`src/pbi_pkg.sv`:
```
// package for the processor bus interface block
// assumes a 40 MHz board clock and a synchronous, active-low reset release
package pbi_pkg;
	localparam int ADDR_W = 20;
	localparam int DATA_W = 16;
	localparam int MUX_W = 20;
	localparam int STAT_W = 3;
	localparam int SEL_W = 8;
	// cycle status encodings
	localparam logic [2:0] CST_INTA = 3'h0;
	localparam logic [2:0] CST_IORD = 3'h1;
	localparam logic [2:0] CST_IOWR = 3'h2;
	localparam logic [2:0] CST_HALT = 3'h3;
	localparam logic [2:0] CST_FETCH = 3'h4;
	localparam logic [2:0] CST_MEMRD = 3'h5;
	localparam logic [2:0] CST_MEMWR = 3'h6;
	localparam logic [2:0] CST_IDLE = 3'h7;
	// space select decode uses the top three address bits
	localparam int SEL_HI = 19;
	localparam int SEL_LO = 17;
	// cpu clock: 40 MHz / 4.9152 MHz -> nco phase accumulator
	localparam int CLK_HZ = 40000000;
	localparam int CPU_CLK_HZ = 4915200;
	localparam int NCO_W = 16;
	localparam logic [NCO_W-1:0] NCO_INC =
		NCO_W'((64'(CPU_CLK_HZ) << NCO_W) / 64'(CLK_HZ));
	// bus clock divider, half period in board clocks
	localparam int BCLK_HALF_NS = 50;
	localparam int CLK_NS = 25;
	localparam logic [3:0] BCLK_HALF = 4'(BCLK_HALF_NS / CLK_NS);
	localparam logic [3:0] BCLK_ONE = 4'h1;
	// timeout counter width
	localparam int TO_W = 16;
	localparam logic [TO_W-1:0] TO_DEF = 16'h0100;
endpackage

```
`src/pbi_bridge.sv`:
```
// processor bus interface: demultiplexes the cpu bus, decodes status,
// grants the system bus and completes unacknowledged commands.
// assumes the cpu drives status 3'h7 outside T1..Tw and that the
// interval timer supplies the timeout count; one clock domain.
//
// Behaviour
// - the muxed lines split into 20-bit local address and 16-bit data.
// - the same address and data are presented on the system buses.
// - cycle status is decoded into one strobe per type and paces cycles.
// - a command that no slave acknowledges is detected.
// - on that event the block drives its own ack and sets an error bit.
// - the timeout length is the interval given by the interval timer.
// - high address bits are decoded into space select lines.
// - bus use is granted together with backplane priority logic.
// - board status is readable and its read strobe clears the timeout error bit.
// - a 4.9152 MHz cpu clock is made; cpu reset and ready are synced.
// - a shared bus clock is produced.
// - the address is captured when status becomes valid.
`timescale 1ns/1ps
module pbi_bridge
	import pbi_pkg::*;
(
	// clock and reset
	input wire logic clk,
	input wire logic nrst,
	input wire logic clk_en,
	// cpu side
	input wire logic [pbi_pkg::MUX_W-1:0] muxed_addr_data_in,
	output logic [pbi_pkg::MUX_W-1:0] muxed_addr_data_out,
	output logic muxed_addr_data_oe,
	input wire logic [pbi_pkg::STAT_W-1:0] cycle_status,
	input wire logic cpu_reset_req,
	input wire logic cpu_ready_req,
	output logic cpu_clk,
	output logic cpu_reset,
	output logic cpu_ready,
	// local buses
	output logic [pbi_pkg::ADDR_W-1:0] local_addr_bus,
	output logic [pbi_pkg::DATA_W-1:0] local_data_bus,
	input wire logic [pbi_pkg::DATA_W-1:0] local_data_in,
	input wire logic local_ack,
	// system buses
	output logic [pbi_pkg::ADDR_W-1:0] system_addr_bus,
	output logic [pbi_pkg::DATA_W-1:0] system_data_out,
	output logic system_data_oe,
	input wire logic [pbi_pkg::DATA_W-1:0] system_data_in,
	input wire logic slave_ack_primary_in,
	input wire logic slave_ack_secondary_in,
	output logic slave_ack_primary_out,
	output logic slave_ack_primary_oe,
	output logic slave_ack_secondary_out,
	output logic slave_ack_secondary_oe,
	output logic bus_clk,
	// status decode
	output logic cyc_inta,
	output logic cyc_iord,
	output logic cyc_iowr,
	output logic cyc_halt,
	output logic cyc_fetch,
	output logic cyc_memrd,
	output logic cyc_memwr,
	output logic cyc_idle,
	output logic [pbi_pkg::SEL_W-1:0] space_sel,
	// bus arbitration
	input wire logic bus_priority_ok,
	input wire logic bus_busy_in,
	output logic bus_request,
	output logic bus_busy_out,
	output logic bus_granted,
	// timeout and status
	input wire logic [pbi_pkg::TO_W-1:0] timeout_interval,
	input wire logic status_read_strobe,
	input wire logic timeout_err_clr,
	input wire logic [1:0] board_status_in,
	output logic [1:0] board_status,
	output logic timeout_err
);
	import pbi_pkg::*;

	typedef enum logic [3:0] {
		PBI_IDLE = 4'h1,
		PBI_ADDR = 4'h2,
		PBI_DATA = 4'h4,
		PBI_DONE = 4'h8
	} pbi_state_t;

	// ---------------------------------------------------------------
	// helpers
	// ---------------------------------------------------------------
	// true when status names a bus transfer
	function automatic logic pbi_is_xfer(input logic [2:0] s);
		return (s != CST_IDLE) && (s != CST_HALT);
	endfunction

	// true when status names a read towards the cpu
	function automatic logic pbi_is_read(input logic [2:0] s);
		return (s == CST_IORD) || (s == CST_MEMRD) ||
			(s == CST_FETCH) || (s == CST_INTA);
	endfunction

	// ---------------------------------------------------------------
	// clocks and synchronisers
	// ---------------------------------------------------------------
	logic [NCO_W-1:0] nco_r, nco_nxt;
	logic [3:0] bdiv_r, bdiv_nxt;
	logic bclk_r, bclk_nxt;
	logic [1:0] rst_sync_r, rst_sync_nxt;
	logic [1:0] rdy_sync_r, rdy_sync_nxt;

	// nco and bus clock divider, two-stage syncs
	always_comb begin
		nco_nxt = nco_r + NCO_INC;
		rst_sync_nxt = {rst_sync_r[0], cpu_reset_req};
		rdy_sync_nxt = {rdy_sync_r[0], cpu_ready_req};
		bdiv_nxt = bdiv_r - BCLK_ONE;
		bclk_nxt = bclk_r;
		if (bdiv_r == BCLK_ONE) begin
			bdiv_nxt = BCLK_HALF;
			bclk_nxt = ~bclk_r;
		end
	end

	always_ff @(posedge clk or negedge nrst) begin
		if (!nrst) begin
			nco_r <= '0;
			bdiv_r <= BCLK_HALF;
			bclk_r <= 1'b0;
			rst_sync_r <= 2'h3;
			rdy_sync_r <= 2'h0;
		end else if (clk_en) begin
			nco_r <= nco_nxt;
			bdiv_r <= bdiv_nxt;
			bclk_r <= bclk_nxt;
			rst_sync_r <= rst_sync_nxt;
			rdy_sync_r <= rdy_sync_nxt;
		end
	end

	assign cpu_clk = nco_r[NCO_W-1];
	assign bus_clk = bclk_r;
	assign cpu_reset = rst_sync_r[1];

	// ---------------------------------------------------------------
	// cycle tracking, address latch, timeout
	// ---------------------------------------------------------------
	pbi_state_t st_r, st_nxt;
	logic [ADDR_W-1:0] addr_r, addr_nxt;
	logic [DATA_W-1:0] wdat_r, wdat_nxt, rdat_r, rdat_nxt;
	logic [2:0] cst_r, cst_nxt;
	logic [TO_W-1:0] to_cnt_r, to_cnt_nxt;
	logic err_r, err_nxt, own_ack_r, own_ack_nxt;
	logic [1:0] bstat_r, bstat_nxt;
	logic is_local, any_ack, to_hit, grant;

	assign is_local = (addr_r[SEL_HI:SEL_LO] == '0);
	assign any_ack = slave_ack_primary_in | slave_ack_secondary_in;
	assign grant = bus_priority_ok & ~bus_busy_in;
	assign to_hit = (st_r == PBI_DATA) && !is_local && grant &&
		!any_ack && (to_cnt_r >= timeout_interval);

	// cycle state machine
	always_comb begin
		st_nxt = st_r;
		addr_nxt = addr_r;
		wdat_nxt = wdat_r;
		rdat_nxt = rdat_r;
		cst_nxt = cst_r;
		to_cnt_nxt = to_cnt_r;
		own_ack_nxt = 1'b0;
		bstat_nxt = status_read_strobe ? board_status_in : bstat_r;
		err_nxt = err_r;
		// a status read clears the error, as does an explicit clear
		if (timeout_err_clr || status_read_strobe)
			err_nxt = 1'b0;
		if (to_hit)
			err_nxt = 1'b1; // set wins over clear
		case (st_r)
			PBI_IDLE: begin
				if (pbi_is_xfer(cycle_status)) begin
					addr_nxt = muxed_addr_data_in;
					cst_nxt = cycle_status;
					to_cnt_nxt = '0;
					st_nxt = PBI_ADDR;
				end
			end
			PBI_ADDR: begin
				st_nxt = PBI_DATA; // data phase follows address
			end
			PBI_DATA: begin
				if (!pbi_is_read(cst_r))
					wdat_nxt = muxed_addr_data_in[DATA_W-1:0];
				if (is_local) begin
					if (local_ack) begin
						rdat_nxt = local_data_in;
						st_nxt = PBI_DONE;
					end
				end else if (grant) begin
					if (any_ack) begin
						rdat_nxt = system_data_in;
						st_nxt = PBI_DONE;
					end else if (to_hit) begin
						own_ack_nxt = 1'b1;
						rdat_nxt = '1;
						st_nxt = PBI_DONE;
					end else begin
						to_cnt_nxt = to_cnt_r + 1'b1;
					end
				end
			end
			PBI_DONE: begin
				if (cycle_status == CST_IDLE)
					st_nxt = PBI_IDLE; // waits for inactive status
			end
			default: st_nxt = PBI_IDLE;
		endcase
	end

	always_ff @(posedge clk or negedge nrst) begin
		if (!nrst) begin
			st_r <= PBI_IDLE;
			addr_r <= '0;
			wdat_r <= '0;
			rdat_r <= '0;
			cst_r <= CST_IDLE;
			to_cnt_r <= '0;
			err_r <= 1'b0;
			own_ack_r <= 1'b0;
			bstat_r <= 2'h0;
		end else if (clk_en) begin
			st_r <= st_nxt;
			addr_r <= addr_nxt;
			wdat_r <= wdat_nxt;
			rdat_r <= rdat_nxt;
			cst_r <= cst_nxt;
			to_cnt_r <= to_cnt_nxt;
			err_r <= err_nxt;
			own_ack_r <= own_ack_nxt;
			bstat_r <= bstat_nxt;
		end
	end

	// ---------------------------------------------------------------
	// outputs
	// ---------------------------------------------------------------
	// bus copies of the latched address and data
	assign local_addr_bus = addr_r;
	assign system_addr_bus = addr_r;
	assign local_data_bus = pbi_is_read(cst_r) ? rdat_r : wdat_r;
	assign system_data_out = wdat_r;
	assign system_data_oe = (st_r == PBI_DATA) && !is_local &&
		!pbi_is_read(cst_r) && grant;
	assign muxed_addr_data_out = {{(MUX_W-DATA_W){1'b0}}, rdat_r};
	assign muxed_addr_data_oe = (st_r == PBI_DONE) && pbi_is_read(cst_r);
	assign cpu_ready = rdy_sync_r[1] & (st_r == PBI_DONE);
	// own acknowledge drives both ack lines for one cycle
	assign slave_ack_primary_out = own_ack_r;
	assign slave_ack_primary_oe = own_ack_r;
	assign slave_ack_secondary_out = own_ack_r;
	assign slave_ack_secondary_oe = own_ack_r;
	// decode one strobe per status code
	assign cyc_inta = (cycle_status == CST_INTA);
	assign cyc_iord = (cycle_status == CST_IORD);
	assign cyc_iowr = (cycle_status == CST_IOWR);
	assign cyc_halt = (cycle_status == CST_HALT);
	assign cyc_fetch = (cycle_status == CST_FETCH);
	assign cyc_memrd = (cycle_status == CST_MEMRD);
	assign cyc_memwr = (cycle_status == CST_MEMWR);
	assign cyc_idle = (cycle_status == CST_IDLE);
	assign space_sel = (st_r == PBI_IDLE) ? '0 :
		SEL_W'(1) << addr_r[SEL_HI:SEL_LO];
	assign bus_request = (st_r != PBI_IDLE) && !is_local;
	assign bus_busy_out = bus_request && grant;
	assign bus_granted = grant;
	assign board_status = bstat_r;
	assign timeout_err = err_r;
endmodule

```
`config.mk`:
```
export PLATFORM = sky130hd
export DESIGN_NAME = pbi_bridge
export DESIGN_NICKNAME = d
export VERILOG_FILES = /design/src/pbi_pkg.sv /design/src/pbi_bridge.sv
export SDC_FILE = /design/constraint.sdc
export NUM_CORES = 1
export LEC_CHECK = 0
export BUFFER_PORTS_ARGS = -buffer_cell sky130_fd_sc_hd__buf_2
export CORE_AREA = 8 8 122 124
export CTS_BUF_LIST = sky130_fd_sc_hd__clkbuf_16
export CTS_CLUSTER_DIAMETER = 60
export DETAILED_ROUTE_END_ITERATION = 12
export DIE_AREA = 0 0 130 132
export PLACE_DENSITY = 0.76
export SYNTH_ARGS = -nofsm -noshare
export SYNTH_HDL_FRONTEND = slang
export SYNTH_SLANG_ARGS = --single-unit
```
`constraint.sdc`:
```
create_clock -name clk -period 3.2 [get_ports clk]
set_input_delay 0.16 -clock clk [delete_from_list [all_inputs] [get_ports clk]]
set_output_delay 0.16 -clock clk [all_outputs]
set_load 0.02 [all_outputs]
```
==> impl_metrics.yaml, run 1 <==
synth:
  seq_area_frac_synth: 0.452
  ys.flop_type: "dfrtp_1"
  ys.warnings.count: 0
  synthDistinctLibCells: 54
  synth-edff-count: 0
  avgSynthCellArea_sq_um: 10.5
  synth-seq-cells: 102
  async_reset_ff_frac: 1.00
  syn_inst: 538
  synth_area_sq_mm: 0.00566
power_and_ir_drop:
  p_sw_uw: 2470
  power_frac_comb: 0.437
  clockPowerShare: 0.189
  vdd_drop_max_v: 0.000322
  power_uw: 5870
  leakage_uw: 0.00367
  p_int_uw: 3400
  seq_power_share: 0.374
  switching_share: 0.421
  power_density_mw_per_mm2: 837
route:
  wl_per_cell_um: 16.4
  ant_nets: 0
  route.detailed.drc: 0
  dr_total_vias: 4574
  drt_wl_total_um: 14700
  drt_iter0_drc: 193
  dr.pass1.iters: 4
  vias_per_cell: 5.08
clocking:
  cts_buffer_depth: 2
  clkLatencyLatePin_ps: 340
  cts_tree: "yes"
  cts.sinks: 102
  cts_max_level: 3
  cts_made_buffers: 9
  cts.clk_slew.worst_paths_ps: 80
  post_cts_buffers: 0
  cts-root-buf: "clkbuf_16"
timing:
  rsz0062_at_grt: "no"
  post-route-period-util: 0.841
  slew_headroom: 0.479
  hold_viol: 0
  fmax_ghz: 0.372
  fin_crit_ps: 2690
  worstMarginPinSlew_ps: 775
  setup_viol_count_final: 0
  slew_violations: 0
  finClkSkew_ps: 11.4
  setup_tns_ps: 0
grt:
  antenna_found_initial: 0
  first_global_vias: 4579
  globalRouteOverflowTotal: 0
  grtUsageTotal: 0.170
  grt_first_pass_wirelength_um: 23400
  grt_start_max_net_pins: 103
floorplanning:
  rows: 42
  die_area_sq_mm: 0.0172
  die_w_um: 130
  io_pins: 209
  coreArea_sq_mm: 0.0130
  initial_core_util: 0.436
  die_y_um: 132
hold_path:
  hold_path.class: "in2reg"
job:
  maxCapViolations: 0
placement:
  port_buffers: 204
  gp_congestion: 0.848
  dp_cells: 883
  dp_hpwl_um: 11300
setup_path:
  cp-start-kind: "flop"
  worst_setup_path_end_kind: "flop"
  critPathArrivalTime_ps: 2910
  worstSetupPathType: "reg2reg"
  critPathMaxFanout: 17
  worstPathRequired_ps: 3420
layout:
  fin_cells: 900
  fin_nets: 824
  drive_gt1_frac: 0.410
  area_growth_pct: 24.0
  num_antenna_cells: 0
outcome:
  outcome: "completed"
synth_stat cells (2+ instances only):
cell	number	share of area
and2_1	5	0.0055
nor3b_1	3	0.0040
and3_1	6	0.0066
a31oi_1	17	0.019
and3b_1	2	0.0031
a21oi_1	20	0.018
o21ai_1	2	0.0018
inv_1	24	0.016
nand4_1	4	0.0044
nand2_1	49	0.033
dfstp_2	5	0.023
mux2_2	42	0.084
nor3_1	11	0.0097
nor4_1	7	0.0077
buf_4	27	0.036
nand3_1	11	0.0097
buf_2	4	0.0035
nor4b_2	2	0.0053
buf_6	3	0.0060
dfrtp_1	97	0.43
nand2b_1	14	0.015
mux2_4	9	0.024
xnor2_1	10	0.015
nor2_1	39	0.026
nor4b_1	2	0.0031
nor2b_1	4	0.0044
o21a_1	3	0.0040
nor4b_4	2	0.0084
clkbuf_1	13	0.0086
ha_1	20	0.044
buf_1	2	0.0013
mux2_1	26	0.052
a21o_1	2	0.0027
o21ai_0	25	0.022
xor2_1	7	0.011
metrics by stage:
stage                util  instance area (sq um)  hold slack, ps  setup WS (ps)
global route        0.540                   7020            32.8            285
CTS                 0.540                   7020            13.5            486
detailed placement  0.516                   6700             266            504
finish              0.540                   7020            31.2            510
global placement    0.516                   6700             263            562
floorplan               -                   5670            -136            704
power by group through the flow:
stage	sequential, uW	clock, uW	combinational (uW)
CTS	2200	1150	2610
finish	2200	1110	2570
floorplan	2420	0	1590
global route	2280	1200	2760
detailed placement	2220	0	2600
global placement	2200	0	2560
per-layer routing:
layer | global-route usage | vias to the layer above | share of wire
met4 | 0.0684 | 0 | 0.022
met2 | 0.293 | 160 | 0.48
met1 | 0.199 | 2176 | 0.41
met3 | 0.0364 | 25 | 0.089
li1 | - | 2213 | -
met5 | 0 | - | 0
cell families after synthesis:
logic type,Yosys count,synth area share
compound gates,80,0.0878
xor+xnor,17,0.0263
fa+ha+maj,20,0.0442
buf+inv,73,0.0712
flops,102,0.452
mux,78,0.161
other cells,1,0.000663
simple gates,167,0.157
area by class of cell:
| type | count | area, sq um |
|---|---|---|
| clock buffer | 9 | 225 |
| clock inverter | 7 | 78.8 |
| fill | 1190 | 5960 |
| inverter | 24 | 90.1 |
| multi-input combinational | 366 | 2710 |
| sequential | 102 | 2560 |
| tap | 176 | 220 |
| timing repair buffer | 216 | 1130 |
sequential cells by signal, summed over array words and instances (netlist names):
register and count:
local_addr_bus 20, board_status 2, timeout_err 1, rdat_r 16, nco_r 16, system_data_out 16
rdy_sync_r 2, rst_sync_r 2, cst_r 1, bdiv_r 4, bus_clk 1, slave_ack_primary_oe 1
to_cnt_r 16, st_r 4
cells in the final DEF (no fill, tap or decap), drive strengths merged, types with 12 or more instances in the layout:
master | netlist | layout
nand2 | 49 | 49
nor2 | 39 | 39
buf | 36 | 215
nand2b | 15 | 15
a31oi | 17 | 17
nor3 | 12 | 12
inv | 24 | 27
ha | 20 | 20
a21oi | 20 | 20
mux2 | 77 | 77
dfrtp | 97 | 97
o21ai | 27 | 27
repair_timing:
item,4_1_cts,5_1_grt
endpoints found under the hold margin,97,0
hold buffers,1,0
gates resized for setup,0,0
path summary, 6_finish.rpt:
path / slack (ps) / endpoint / depth (start not counted) / from
max: 510 / rdat_r[4] / 8 / to_cnt_r[9]
min: 30 / local_addr_bus[19] / 2 / muxed_addr_data_in[19]
max reg2reg: 510 / rdat_r[4] / 8 / to_cnt_r[9]
min reg2reg: 470 / bus_clk / 1 / bus_clk
min in group asynchronous: 400 / to_cnt_r[0] / 3 / nrst
max in group asynchronous: 2340 / local_addr_bus[17] / 3 / nrst
critical path, cell delays in order, from the launching register on:
cell	delay [ps]
dfrtp_1	450
ha_1	330
a21oi_1	160
nor3_1	60
or3_1	420
nor4b_2	330
a211o_1	180
buf_4	270
mux2_1	350
Note: power is estimated with default switching activity, not from simulation.
==> inputs of run 2 (changes only) <==
clock period = 2.5 ns   (was 3.2 ns; I/O delays follow)
==> impl_metrics.yaml, run 2 (synthesis results as in run 1) <==
outcome:
  outcome: "completed"
layout:
  area_growth_pct: 29.4
  seq_area_sq_mm: 0.00256
  fin_nets: 849
  fin_cells: 925
  final_cell_mix: "buf_2 (203), dfrtp_1 (97), nand2_1 (49)"
  layout_commonest_cell: "buf_2"
  drive_gt1_frac: 0.434
  fin_util: 0.564
  fillCellCount: 1141
  multi_input_area_sq_mm: 0.00279
  largest_reg_flops: 20
  num_antenna_cells: 0
setup_path:
  crit_path_frequent_cell: "buf_4"
  crit_family: "compound AO/OA/AOI/OAI gates"
  critPathArrivalTime_ps: 2680
  worstPathRequired_ps: 2750
  path_cells: "inv_1, ha_1, nand2b_4, a2111oi_4, nor4b_4, buf_4, nor4_4, buf_4, buf_12, a21oi_1, a31oi_1"
  worstSetupPathType: "reg2reg"
  worst-path-buf-inv: 4
  critPathMaxFanout: 9
  slowest_delay_ps: 390
  critical_path.slowest_cell: "dfrtp_1"
  crit_start: "to_cnt_r[0]"
  worst_setup_path_end_kind: "flop"
  cp-start-kind: "flop"
  r2r_start: "to_cnt_r[0]"
power_and_ir_drop:
  power_density_mw_per_mm2: 1030
  leakage_uw: 0.00383
  vdd_drop_max_v: 0.000496
timing:
  hold_viol: 0
  slew_violations: 0
  worstMarginPinSlew_ps: 671
  setup_ws_ps: 74.1
  post-route-period-util: 0.970
  finClkSkew_ps: 6.28
  setup_viol_count_final: 0
  rsz0062_at_grt: "yes"
  setup_tns_ps: 0
  fmax_ghz: 0.412
  slew_headroom: 0.551
  fin_crit_ps: 2430
hold_path:
  hold_start: "muxed_addr_data_in[17]"
  hold_path.class: "in2reg"
placement:
  preCtsSetupSlack_ps: -49.8
  dp_cells: 902
  port_buffers: 204
  dp_hpwl_um: 11600
  gp_congestion: 0.822
route:
  vias_per_cell: 5.11
  wl_per_cell_um: 16.5
  dr.pass1.iters: 4
  drt_wl_total_um: 15300
  ant_nets: 0
  dr_total_vias: 4725
  drt_iter0_drc: 246
  route.detailed.drc: 0
clocking:
  cts_max_level: 3
  cts.sinks: 102
  cts_made_buffers: 9
  cts.clk_slew.worst_paths_ps: 60
  cts_tree: "yes"
  cts_buffer_depth: 2
  cts-root-buf: "clkbuf_16"
  clkLatencyLatePin_ps: 340
grt:
  grt_start_max_net_pins: 71
  first_global_vias: 4672
  globalRouteOverflowTotal: 0
  grt_first_pass_wirelength_um: 23600
  antenna_found_initial: 0
  grtUsageTotal: 0.172
job:
  maxCapViolations: 0
floorplanning:
  rows: 42
  io_pins: 209
  initial_core_util: 0.436
  die_area_sq_mm: 0.0172
  die_y_um: 132
  die_w_um: 130
  coreArea_sq_mm: 0.0130
[run 2: changes by cell type in the layout (fill, tap and decap cells not counted), moves of 2 or more]
cell / change
ha_4: +2
buf_4: +19
clkinv_2: +3
buf_12: +3
ha_1: -2
dlygate4sd3_1: +2
[run 2: worst register-to-register path, stage by stage, from the launching register on]
cell and delay (ps):
dfrtp_1 390, inv_1 70, ha_1 270, nand2b_4 150, a2111oi_4 360, nor4b_4 110
buf_4 170, nor4_4 270, buf_4 200, buf_12 130, a21oi_1 60, a31oi_1 170
[run 2: final timing paths]
kind	to	slack, ps	depth (start not counted)
setup / recovery	to_cnt_r[3]	70	11
hold / removal	local_addr_bus[17]	20	2
setup reg to reg	to_cnt_r[3]	70	11
hold reg to reg	bus_clk	470	1
max in group asynchronous	rst_sync_r[1]	1480	3
min in group asynchronous	to_cnt_r[1]	280	2
[run 2: layer usage]
metal	wire, um	GRT usage	share of wire
met1	6190	0.203	0.41
met5	0	0	0
met3	1290	0.0376	0.085
met4	252	0.0555	0.017
met2	7520	0.301	0.49
[run 2: layout make-up]
cell class,count,area share
tap,176,0.0301
sequential,102,0.349
timing repair buffer,241,0.188
clock buffer,9,0.0308
inverter,24,0.0123
multi-input combinational,366,0.380
clock inverter,7,0.00906
[run 2: timing repair]
item / CTS / global route
hold buffers: 3 / 0
gates resized for setup: 1 / 7
setup endpoints to repair: 16 / 22
setup buffers: 0 / 3
gates cloned: 0 / 1
hold endpoints to repair: 34 / 0
pin swaps: 3 / 1
[run 2: metrics by stage]
stage | area [sq um] | total power, uW | hold WS (ps)
floorplan | 5670 | 5140 | -171
global placement | 6870 | 6150 | 103
detailed placement | 6870 | 6220 | 105
CTS | 7200 | 7620 | 2.45
global route | 7320 | 7990 | 10.8
finish | 7320 | 7540 | 15.1
[run 2: power by group]
part           switching (uW)  leakage, uW  internal (uW)
logic                    1990      0.00239           1390
clock network             590     0.000151            772
registers                 567      0.00130           2230
